### config.mk
export PLATFORM = sky130hd
export DESIGN_NAME = conv_unit
export DESIGN_NICKNAME = d
export VERILOG_FILES = /design/src/verilog/conv_unit.v
export VERILOG_INCLUDE_DIRS = /design/src /design/src/shared
export SDC_FILE = /design/constraint.sdc
export NUM_CORES = 2
export LEC_CHECK = 0
export ABC_AREA = 1
export BUFFER_PORTS_ARGS = -buffer_cell sky130_fd_sc_hd__buf_2
export CAP_MARGIN = 20
export CORE_ASPECT_RATIO = 1.75
export CORE_MARGIN = 10
export CORE_UTILIZATION = 35
export CTS_BUF_LIST = sky130_fd_sc_hd__clkbuf_2 sky130_fd_sc_hd__clkbuf_4 sky130_fd_sc_hd__clkbuf_8
export CTS_CLUSTER_SIZE = 14
export DETAILED_ROUTE_END_ITERATION = 7
export PLACE_DENSITY = 0.53
export SLEW_MARGIN = 20
export SYNTH_ARGS = -nofsm -noshare
export SYNTH_HDL_FRONTEND = slang
export SYNTH_SLANG_ARGS = --single-unit
### constraint.sdc
create_clock -name clk_i -period 26.8 [get_ports clk_i]
set_input_delay 2.68 -clock clk_i [delete_from_list [all_inputs] [get_ports clk_i]]
set_output_delay 2.68 -clock clk_i [all_outputs]
set_load 0.005 [all_outputs]
### src/shared/conv_unit_defs.vh
// constants for the time and bit-column conversion unit
// assumes a 32-bit classic wishbone slave and a 16-bit data memory port
`ifndef CONV_UNIT_DEFS_VH
`define CONV_UNIT_DEFS_VH

// register byte offsets
`define OFS_CTRL      8'h00
`define OFS_SRC       8'h04
`define OFS_DST       8'h08
`define OFS_COL       8'h0c
`define OFS_STATUS    8'h10

// control word fields
`define CTRL_OP_LSB   0
`define CTRL_COND_BIT 2
`define CTRL_GO_BIT   3

// operation codes
`define OP_H2S        2'h0
`define OP_S2H        2'h1
`define OP_COL        2'h2

// status word fields
`define STAT_BUSY_BIT 0
`define STAT_ERR_BIT  1
`define STAT_ZERO_BIT 2

// reset values
`define RST_ADDR      16'h0000
`define RST_COL       16'h0000
`define RST_OP        2'h0

// limits
`define BCD_59        8'h59
`define COL_MAX       14'h000f
`define TOTAL_MAX     27'h22550ff
`define SEC_PER_HOUR  27'h0000e10
`define SEC_PER_MIN   27'h000003c
`define TEN_THOUSAND  27'h0002710

`endif

### src/verilog/conv_unit.v
// time and bit-column conversion unit with wishbone registers
// assumes a data memory that answers each access with ack or err
//
// Chosen here: the Wishbone register port and the register offsets.
`timescale 1ns/1ps
`include "conv_unit_defs.vh"

module conv_unit #(
  parameter ADDR_W = 16,
  parameter AREA_W = 3
) (
  // clock and reset
  input  wire              clk_i,
  input  wire              rst_i,
  // wishbone slave
  input  wire              wb_cyc_i,
  input  wire              wb_stb_i,
  input  wire              wb_we_i,
  input  wire [7:0]        wb_adr_i,
  input  wire [3:0]        wb_sel_i,
  input  wire [31:0]       wb_dat_i,
  output reg  [31:0]       wb_dat_o,
  output reg               wb_ack_o,
  // data memory master
  output reg               mem_cyc_o,
  output reg               mem_we_o,
  output reg  [ADDR_W-1:0] mem_adr_o,
  output reg  [15:0]       mem_dat_o,
  input  wire [15:0]       mem_dat_i,
  input  wire              mem_ack_i,
  input  wire              mem_err_i
);

  // ----------------------------------------
  // states
  // ----------------------------------------
  localparam ST_IDLE  = 3'h0;
  localparam ST_CHK   = 3'h1;
  localparam ST_ISSUE = 3'h2;
  localparam ST_WAIT  = 3'h3;
  localparam ST_EVAL  = 3'h4;

  // ----------------------------------------
  // helpers
  // ----------------------------------------
  function is_bcd;
    input [15:0] w;
    begin
      is_bcd = (w[3:0] < 4'ha) && (w[7:4] < 4'ha) &&
               (w[11:8] < 4'ha) && (w[15:12] < 4'ha);
    end
  endfunction

  function [13:0] bcd2bin;
    input [15:0] w;
    begin
      bcd2bin = {4'h0, w[15:12]} * 14'h03e8 + {4'h0, w[11:8]} * 14'h0064 +
                {4'h0, w[7:4]} * 14'h000a + {10'h000, w[3:0]};
    end
  endfunction

  // shift-add-3; inputs stay within eight decimal digits
  function [31:0] bin2bcd;
    input [26:0] b;
    integer i;
    integer j;
    reg [31:0] d;
    begin
      d = 32'h0;
      for (i = 26; i >= 0; i = i - 1) begin
        for (j = 0; j < 8; j = j + 1) begin
          if (d[j*4 +: 4] > 4'h4)
            d[j*4 +: 4] = d[j*4 +: 4] + 4'h3;
        end
        d = {d[30:0], b[i]};
      end
      bin2bcd = d;
    end
  endfunction

  // area is the top address bits; wrapping past the top also counts
  function same_area;
    input [ADDR_W-1:0] a;
    input [4:0]        n;
    reg   [ADDR_W:0]   s;
    begin
      s = {1'b0, a} + {{(ADDR_W-4){1'b0}}, n};
      same_area = !s[ADDR_W] &&
                  (s[ADDR_W-1 -: AREA_W] == a[ADDR_W-1 -: AREA_W]);
    end
  endfunction

  // ----------------------------------------
  // state
  // ----------------------------------------
  reg [2:0]        state_r;
  reg [1:0]        op_r;
  reg [ADDR_W-1:0] src_r;
  reg [ADDR_W-1:0] dst_r;
  reg [15:0]       col_r;
  reg              err_r;
  reg              zero_r;
  reg              wr_r;
  reg [3:0]        cnt_r;
  reg [15:0]       w0_r;
  reg [15:0]       w1_r;
  reg [15:0]       acc_r;
  reg [15:0]       res0_r;
  reg [15:0]       res1_r;

  // ----------------------------------------
  // wishbone decode
  // ----------------------------------------
  wire       wb_req = wb_cyc_i && wb_stb_i && !wb_ack_o;
  wire       wb_wr  = wb_req && wb_we_i;
  wire       busy   = (state_r != ST_IDLE);
  wire       go     = wb_wr && (wb_adr_i == `OFS_CTRL) && wb_sel_i[0] &&
                      wb_dat_i[`CTRL_GO_BIT] && !busy;
  wire [1:0] go_op  = wb_dat_i[`CTRL_OP_LSB +: 2];

  reg [31:0] rd_nxt;

  always @* begin
    rd_nxt = 32'h0;
    if (wb_adr_i == `OFS_SRC) begin
      rd_nxt = {{(32-ADDR_W){1'b0}}, src_r};
    end else if (wb_adr_i == `OFS_DST) begin
      rd_nxt = {{(32-ADDR_W){1'b0}}, dst_r};
    end else if (wb_adr_i == `OFS_COL) begin
      rd_nxt = {16'h0, col_r};
    end else if (wb_adr_i == `OFS_STATUS) begin
      rd_nxt[`STAT_BUSY_BIT] = busy;
      rd_nxt[`STAT_ERR_BIT]  = err_r;
      rd_nxt[`STAT_ZERO_BIT] = zero_r;
    end else if (wb_adr_i == `OFS_CTRL) begin
      rd_nxt = {30'h0, op_r};
    end
  end

  // one wait state per access; unmapped reads give zero
  always @(posedge clk_i) begin
    if (rst_i) begin
      wb_ack_o <= 1'b0;
      wb_dat_o <= 32'h0;
    end else begin
      wb_ack_o <= wb_req;
      wb_dat_o <= wb_req ? rd_nxt : 32'h0;
    end
  end

  // ----------------------------------------
  // operand checks
  // ----------------------------------------
  wire [13:0] col_bin = bcd2bin(col_r);
  wire        col_ok  = is_bcd(col_r) && (col_bin <= `COL_MAX);
  wire        pre_err = (op_r == `OP_COL) ?
                        (!col_ok || !same_area(src_r, 5'h0f)) :
                        (!same_area(src_r, 5'h01) ||
                         !same_area(dst_r, 5'h01));
  wire        last_rd = (op_r == `OP_COL) ? (cnt_r == 4'hf) :
                                             (cnt_r == 4'h1);
  wire        last_wr = (op_r == `OP_COL) || (cnt_r == 4'h1);

  // ----------------------------------------
  // arithmetic
  // ----------------------------------------
  reg [26:0] total;
  reg [26:0] hrs;
  reg [26:0] rem;
  reg [26:0] mins;
  reg [26:0] secs;
  reg [31:0] bcd_t;
  reg [31:0] bcd_h;
  reg [31:0] bcd_m;
  reg [31:0] bcd_s;
  reg        ev_err;
  reg [15:0] ev_r0;
  reg [15:0] ev_r1;

  always @* begin
    total  = 27'h0;
    hrs    = 27'h0;
    rem    = 27'h0;
    mins   = 27'h0;
    secs   = 27'h0;
    bcd_t  = 32'h0;
    bcd_h  = 32'h0;
    bcd_m  = 32'h0;
    bcd_s  = 32'h0;
    ev_err = 1'b0;
    ev_r0  = acc_r;
    ev_r1  = 16'h0;
    if (op_r == `OP_H2S) begin
      // hours word is four bcd digits, so 9999 hours is the ceiling
      ev_err = !is_bcd(w0_r) || !is_bcd(w1_r) ||
               (w0_r[7:0] > `BCD_59) || (w0_r[15:8] > `BCD_59);
      total  = {13'h0, bcd2bin(w1_r)} * `SEC_PER_HOUR +
               {13'h0, bcd2bin({8'h00, w0_r[15:8]})} * `SEC_PER_MIN +
               {13'h0, bcd2bin({8'h00, w0_r[7:0]})};
      bcd_t  = bin2bcd(total);
      ev_r0  = bcd_t[15:0];
      ev_r1  = bcd_t[31:16];
    end else if (op_r == `OP_S2H) begin
      total  = {13'h0, bcd2bin(w1_r)} * `TEN_THOUSAND +
               {13'h0, bcd2bin(w0_r)};
      ev_err = !is_bcd(w0_r) || !is_bcd(w1_r) ||
               (total > `TOTAL_MAX);
      hrs    = total / `SEC_PER_HOUR;
      rem    = total % `SEC_PER_HOUR;
      mins   = rem / `SEC_PER_MIN;
      secs   = rem % `SEC_PER_MIN;
      bcd_h  = bin2bcd(hrs);
      bcd_m  = bin2bcd(mins);
      bcd_s  = bin2bcd(secs);
      ev_r0  = {bcd_m[7:0], bcd_s[7:0]};
      ev_r1  = bcd_h[15:0];
    end
  end

  // ----------------------------------------
  // sequencer
  // ----------------------------------------
  always @(posedge clk_i) begin
    if (rst_i) begin
      state_r   <= ST_IDLE;
      op_r      <= `RST_OP;
      src_r     <= `RST_ADDR;
      dst_r     <= `RST_ADDR;
      col_r     <= `RST_COL;
      err_r     <= 1'b0;
      zero_r    <= 1'b0;
      wr_r      <= 1'b0;
      cnt_r     <= 4'h0;
      w0_r      <= 16'h0;
      w1_r      <= 16'h0;
      acc_r     <= 16'h0;
      res0_r    <= 16'h0;
      res1_r    <= 16'h0;
      mem_cyc_o <= 1'b0;
      mem_we_o  <= 1'b0;
      mem_adr_o <= `RST_ADDR;
      mem_dat_o <= 16'h0;
    end else begin
      // operand registers are frozen while an operation runs
      if (wb_wr && !busy) begin
        if (wb_adr_i == `OFS_SRC) begin
          if (wb_sel_i[0]) src_r[7:0] <= wb_dat_i[7:0];
          if (wb_sel_i[1]) src_r[ADDR_W-1:8] <= wb_dat_i[ADDR_W-1:8];
        end else if (wb_adr_i == `OFS_DST) begin
          if (wb_sel_i[0]) dst_r[7:0] <= wb_dat_i[7:0];
          if (wb_sel_i[1]) dst_r[ADDR_W-1:8] <= wb_dat_i[ADDR_W-1:8];
        end else if (wb_adr_i == `OFS_COL) begin
          if (wb_sel_i[0]) col_r[7:0] <= wb_dat_i[7:0];
          if (wb_sel_i[1]) col_r[15:8] <= wb_dat_i[15:8];
        end
      end
      case (state_r)
        ST_IDLE: begin
          if (go) begin
            op_r <= go_op;
            // a false condition leaves flags and memory untouched
            if (!(go_op == `OP_COL && !wb_dat_i[`CTRL_COND_BIT])) begin
              err_r   <= 1'b0;
              state_r <= ST_CHK;
            end
          end
        end
        ST_CHK: begin
          wr_r  <= 1'b0;
          cnt_r <= 4'h0;
          if (pre_err) begin
            err_r   <= 1'b1;
            state_r <= ST_IDLE;
          end else begin
            state_r <= ST_ISSUE;
          end
        end
        ST_ISSUE: begin
          mem_cyc_o <= 1'b1;
          mem_we_o  <= wr_r;
          mem_adr_o <= (wr_r ? dst_r : src_r) + {{(ADDR_W-4){1'b0}}, cnt_r};
          mem_dat_o <= (cnt_r == 4'h0) ? res0_r : res1_r;
          state_r   <= ST_WAIT;
        end
        ST_WAIT: begin
          if (mem_err_i) begin
            mem_cyc_o <= 1'b0;
            err_r     <= 1'b1;
            state_r   <= ST_IDLE;
          end else if (mem_ack_i) begin
            mem_cyc_o <= 1'b0;
            if (!wr_r) begin
              if (cnt_r == 4'h0) w0_r <= mem_dat_i;
              if (cnt_r == 4'h1) w1_r <= mem_dat_i;
              acc_r[cnt_r] <= mem_dat_i[col_bin[3:0]];
              if (last_rd) begin
                state_r <= ST_EVAL;
              end else begin
                cnt_r   <= cnt_r + 4'h1;
                state_r <= ST_ISSUE;
              end
            end else if (last_wr) begin
              state_r <= ST_IDLE;
            end else begin
              cnt_r   <= cnt_r + 4'h1;
              state_r <= ST_ISSUE;
            end
          end
        end
        ST_EVAL: begin
          cnt_r <= 4'h0;
          if (ev_err) begin
            // nothing written, previous results stay in memory
            err_r   <= 1'b1;
            state_r <= ST_IDLE;
          end else begin
            res0_r  <= ev_r0;
            res1_r  <= ev_r1;
            zero_r  <= (ev_r0 == 16'h0) && (ev_r1 == 16'h0);
            wr_r    <= 1'b1;
            state_r <= ST_ISSUE;
          end
        end
        default: begin
          state_r <= ST_IDLE;
        end
      endcase
    end
  end

endmodule // conv_unit

# Yosys cells after proc, flatten, opt, wreduce, memory -nomap -nowiden
# Cells that the tools add are included.
[totals]
ff_bits = 207
out_inout_bits = 67
wordCells = 1480
inputBits = 67
[classes]
bitwise = 6
magnitude_cmp = 295
muxes = 743
div_mod_pow = 4
n_reduce_logical = 73
n_eq_ne = 27
add_sub_neg = 295
n_mul = 13
[op_table]
columns = ["cell", "n"]
rows = [
  ["$mux W4", 531],
  ["$gt A4 B3 Y1 const B", 260],
  ["$add A4 B2 Y4 const B", 204],
  ["$mux W3", 177],
  ["$add A3 B2 Y3 const B", 60],
  ["$mux W16", 9],
  ["$add A3 B2 Y4 const B", 12],
  ["$gt A3 B3 Y1 const B", 16],
  ["$lt A4 B4 Y1 const B", 12],
  ["$add A14 B11 Y14", 3],
  ["$add A14 B4 Y14", 3],
  ["$add A14 B8 Y14", 3],
  ["$add A16 B1 Y17 const B", 2],
  ["$mul A4 B7 Y11 const B", 3],
  ["$logic_not A16 Y1", 2],
  ["$mul A4 B3 Y7 const B", 4],
  ["$add A26 B15 Y27", 1],
  ["$add A27 B14 Y27", 1],
  ["$add A27 B9 Y27", 1],
  ["$div A27 B12 Y27 const B", 1],
  ["$div A27 B6 Y27 const B", 1],
  ["$gt A27 B26 Y1 const B", 1],
  ["$mod A27 B12 Y27 const B", 1],
  ["$mod A27 B6 Y27 const B", 1],
  ["other kinds (52)", 147],
]

# Longest topological paths before layout
[depth]
depth_word = 106
ltp_mapped = 208
mapped_depth_nobuf = 208

# Worst setup path before layout
# No wires, ideal clock.
[synth_timing]
kind = "register -> register"
from = "reg w1_r[13]"
to = "reg zero_r"
stages_incl_launch_ff = 196
slack_ns = 1.518
required_time_ns = 26.734
arrival_ns = 25.216
setup_time_ns = 0.066
path_cell_list = "dfxtp_1 -> fa_1 -> inv_1 -> fa_1 -> inv_1 -> ha_1 -> xnor2_1 -> ha_1 -> ha_1 -> ha_1 -> nand2_1 -> inv_1 -> nand2_1 -> nand2_1 -> a21oi_1 -> xor2_1 -> fa_1 -> ha_1 -> [160 not listed] -> nand2_1 -> nor2_1 -> nand2_1 -> nor2_1 -> nand4_1 -> nor2_1 -> nand2_1 -> nor2_1 -> nand3_1 -> nor4_1 -> nand3_1 -> nor2_1 -> nand3_1 -> nor2_1 -> nand3_2 -> nor2_2 -> nand3_1 -> a21oi_2"
[synth_via]
elab_chain_cells = 106
[synth_lines]
columns = ["item", "line", "text"]
rows = [
  ["from (decl)", "conv_unit.v:106", "reg [15:0] w1_r;"],
  ["from (signal assigned)", "conv_unit.v:294", "if (cnt_r == 4'h1) w1_r <= mem_dat_i;"],
  ["$mul A4 B7 Y11", "conv_unit.v:57", "bcd2bin = {4'h0, w[15:12]} * 14'h03e8 + {4'h0, w[11:8]} * 14'h0064 +"],
  ["$add A14 B11 Y14", "conv_unit.v:57", ""],
  ["$add A14 B8 Y14", "conv_unit.v:57", ""],
  ["$add A14 B4 Y14", "conv_unit.v:58", "{4'h0, w[7:4]} * 14'h000a + {10'h000, w[3:0]};"],
  ["$mul A14 B10 Y23 (no source line)", "-", ""],
  ["$add A27 B14 Y27", "conv_unit.v:204", "total = {13'h0, bcd2bin(w1_r)} * `TEN_THOUSAND +"],
  ["$mod A27 B12 Y27 (no source line)", "-", ""],
  ["$mod A27 B6 Y27 (no source line) / $div A27 B6 Y27 (equally long branches)", "-", ""],
  ["[90 not listed]", "-", ""],
  ["$mux W4 / $mux W3 (equally long branches)", "conv_unit.v:203", "end else if (op_r == `OP_S2H) begin"],
  ["$mux W4 / $mux W3 (equally long branches)", "conv_unit.v:193", "if (op_r == `OP_H2S) begin"],
  ["$add A4 B2 Y4, or another cell as far along", "conv_unit.v:73", "d[j*4 +: 4] = d[j*4 +: 4] + 4'h3;"],
  ["$mux W4 / $mux W3 (equally long branches)", "conv_unit.v:72", "if (d[j*4 +: 4] > 4'h4)"],
  ["$mux W16", "conv_unit.v:203", ""],
  ["$mux W16", "conv_unit.v:193", ""],
  ["$logic_not A16 Y1", "conv_unit.v:319", "zero_r <= (ev_r0 == 16'h0) && (ev_r1 == 16'h0);"],
  ["$logic_and A1 B1 Y1", "conv_unit.v:319", ""],
  ["to (signal assigned)", "conv_unit.v:319", ""],
  ["to (decl)", "conv_unit.v:102", "reg zero_r;"],
]
# Several ways; a longest one is shown, not always the timed one. The select of a mux whose other input is x is not followed.
# A chain may end at the register's enable or synchronous reset.

# Worst setup path after layout
[layout_timing]
from = "reg w1_r[5]"
to = "reg zero_r"
[layout_via]
elab_chain_cells = 105
[layout_lines]
columns = ["item", "line"]
rows = [
  ["$mul A4 B3 Y7", "conv_unit.v:58"],
  ["$add A14 B8 Y14", "conv_unit.v:57"],
  ["$add A14 B4 Y14", "conv_unit.v:58"],
  ["$mul A14 B10 Y23 (no source line)", "-"],
  ["$add A27 B14 Y27", "conv_unit.v:204"],
  ["$mod A27 B12 Y27 (no source line)", "-"],
  ["$mod A27 B6 Y27 (no source line) / $div A27 B6 Y27 (equally long branches)", "-"],
  ["$add A3 B2 Y4 / $gt A3 B3 Y1 (equally long branches)", "conv_unit.v:73, conv_unit.v:72"],
  ["[89 not listed]", "-"],
  ["$mux W4 / $mux W3 (equally long branches)", "conv_unit.v:203"],
  ["$mux W4 / $mux W3 (equally long branches)", "conv_unit.v:193"],
  ["$add A4 B2 Y4, or another cell as far along", "conv_unit.v:73"],
  ["$mux W4 / $mux W3 (equally long branches)", "conv_unit.v:72"],
  ["$mux W16", "conv_unit.v:203"],
  ["$mux W16", "conv_unit.v:193"],
  ["$logic_not A16 Y1", "conv_unit.v:319"],
  ["$logic_and A1 B1 Y1", "conv_unit.v:319"],
]
# Several ways; a longest one is shown, not always the timed one. The select of a mux whose other input is x is not followed.

==> out/metrics.csv <==
stage,metric,value,unit
placed_design,port bufs,99,
timing,Worst Tran Pin Value,1.009,ns
floorplanning,row count,168,
floorplanning,Die Wd,282.0,um
cts,Clock Sinks,191,
min_path,min-delay src,mem_cyc_o$_SDFFE_PP0P_,
cts,Hold Buf Count CTS,0,
placed_design,DP HPWL,97450,um
layout,share of cells above drive strength 1,0.1934,
floorplanning,die area,134900,um2
timing,Final Hold Fails,0,
route,# DRC,0,
layout,multi-input logic area,33960,um2
synth,post-synthesis sequential area ratio,0.09095,
worst_setup_path,Worst setup EP type,flip-flop,
cts,Root Driver,clkbuf_8,
worst_setup_path,Critical Path AT,25.54,ns
worst_setup_path,Crit-path slowest cell,fa_2,
synth,Syn Inst Count,6722,
timing,post-route clock period utilization,0.9355,
timing,Final setup violation count,0,
grt,gr usage total,0.1603,
timing,headroom to the max-slew limit,0.3212,
layout,P&R area growth vs syn,21.35,%
layout,nets@finish,8318,
synth,syn avg cell area,6.254,um2
timing,count of final max-slew check failures,0,
layout,Fillers,12730,
synth,Post-synth EDFFs,0,
route,vias,41830,
synth,"Top FF cell, synth",dfxtp_1,
worst_setup_path,Crit Path Class,reg -> reg,
route,drt via density,4.642,
synth,"FF+latch count, synth",191,
layout,storage element area,3836,um2
worst_setup_path,worst r2r src,w1_r[5]$_SDFFE_PP0P_,
grt,pin count of the biggest net entering global routing,93,
route,DR iter-0 viols,1471,
worst_setup_path,worst-path fanout max,5,
worst_setup_path,Critical Path Start,w1_r[5]$_SDFFE_PP0P_,
route,DRT Pass-1 Iters,5,
timing,fmax,0.03989,GHz
cts,CTS tree,built,
timing,Final Skew,0.06195,ns
worst_setup_path,CP required,27.26,ns
cts,H-tree levels,4,
synth,fraction of registers with async set/reset,0,
synth,synth top area cells,"ha_1 (20%), nand2_1 (14%), inv_1 (13%)",
outcome,outcome,completed,
layout,Finished Core Util,0.4266,
floorplanning,Initial Utilization,0.3515,
cts,total CTS buffers,25,
synth,top-area cell type share of the netlist area,0.1982,
synth,Yosys top cell by area,ha_1,
route,wire per inst,12.34,um
cts,CTS max path bufs,3,
route,"antenna viol nets, final",0,
worst_setup_path,Crit path top cell by count,inv_1,
synth,Netlist cell types,71,
grt,global route overflow,0,
synth,Yosys warnings,0,
grt,vias in the first global route,40500,
worst_setup_path,startpoint types,flip-flop,
min_path,Hold Path Class,reg -> reg,
worst_setup_path,delay of the slowest critical-path stage,0.60,ns
placed_design,Final Wtd Congestion,0.8568,
floorplanning,I/O Pins,134,
job,Max-Cap Viols,0,
grt,initial antenna violation count,3,
grt,global-route wire length before repair,183400,um
floorplanning,core area,119600,um2
cts,Skew-Pair Late Insertion Delay,0.57,ns
route,Routed WL,111200,um
timing,Period minus WS final,25.07,ns
floorplanning,Die H,478.5,um
cts,"Reg clk slew, reported paths",0.11,ns
synth,Mapped Area,42040,um2
state kept, by name, summed over array words and instances, names as in the netlist, 2 cells and up:
name / flops
mem_adr_o: 16
w1_r: 16
acc_r: 16
dst_r: 16
mem_dat_o: 16
state_r: 3
col_r: 16
wb_dat_o: 16
cnt_r: 4
res0_r: 16
w0_r: 16
res1_r: 16
src_r: 16
op_r: 2
Yosys cell counts, types with 16 or more instances:
master    number
o211ai_1      63
inv_1       1408
xor2_1       315
fa_1         110
inv_2         31
a21oi_1      308
or2_2         63
nor2_1       429
a21o_1        17
clkbuf_1      51
xnor2_1       95
o21bai_1      20
nand2_1     1525
nand2_4       31
nand3_2       30
o21ai_0      483
nand3b_1      27
ha_1         666
dfxtp_1      191
buf_4         16
nand4_1       65
nand3_1      335
nor3_1        28
o21ai_1       79
nand2_2      122
nor2_2        40
kinds of logic after synthesis:
| group | count (synthesis) | synth area share |
|---|---|---|
| AOI/OAI and AO/OA | 1062 | 0.1396 |
| muxes | 4 | 0.0009821 |
| buffers and inverters | 1526 | 0.1390 |
| and+or+nand+nor | 2749 | 0.2925 |
| xor gates and xnor gates | 412 | 0.08619 |
| DFF | 191 | 0.09095 |
| adders and majority gates | 776 | 0.2506 |
| other | 2 | 0.0001786 |
layout make-up:
cell class,count,area share
clock buffers,29,0.007578
repair buffers,758,0.1067
clock inverters,3,0.0004169
well taps,1530,0.03752
flip-flops and latches,191,0.07519
diodes,3,0.0001471
multi-input cells,5050,0.6657
inverters,1449,0.1068
worst max-delay path, delay by kind of cell (launching register included):
family	cells	cell delay, ns
buffers and inverters	49	3.22
xor gates and xnor gates	13	2.16
and+or+nand+nor	86	9.30
adders and majority gates	38	8.85
AOI/OAI and AO/OA	9	1.01
DFF	1	0.38
per-stage QoR:
step	setup TNS, ns	hold WS [ns]	area [um2]	setup slack [ns]	instances
floorplan	0	0.4298	42210	1.518	6767
global placement	0	0.4472	48810	0.1757	8928
detailed placement	-0.1186	0.4600	48810	-0.1186	8928
CTS	0	0.4784	49280	0.03666	8962
global route	-0.2890	0.5125	51010	-0.2890	9011
finish	0	0.4787	51020	1.728	9013
cell usage in the layout (no fill, tap or decap), types with 187 or more instances in the layout:
cell type,netlist,layout
nand2_1,1525,1443
nand3_1,335,325
xor2_1,315,266
a21oi_1,308,295
o21ai_0,483,456
buf_4,16,659
nor2_1,429,411
ha_1,666,619
dfxtp_1,191,187
inv_1,1408,1371
nand2_2,122,203
final timing paths:
path	to	slack (ns)	depth (start not counted)
worst max-delay path	zero_r$_SDFFE_PP0P_	1.73	195
worst min-delay path	mem_cyc_o$_SDFFE_PP0P_	0.48	2
worst max register to register	zero_r$_SDFFE_PP0P_	1.73	195
worst min register to register	mem_cyc_o$_SDFFE_PP0P_	0.48	2
per-layer routing:
metal  global-route usage  part of all wire  vias up
li1                     -                 -    22480
met5                    0           0.00017        -
met1               0.1561              0.38    18840
met2               0.3415              0.57      375
met3             0.009063             0.017      142
met4              0.05155             0.033        4
what timing repair did:
action | in CTS | in global routing
endpoints found under the setup margin | 1 | 32
setup buffers | 2 | 48
pin swaps | 3 | 185
gates resized for setup | 10 | 332
Power is left out: the tool's default activity adds up to more than one toggle a clock period on the data nets, which glitch-free logic cannot reach.
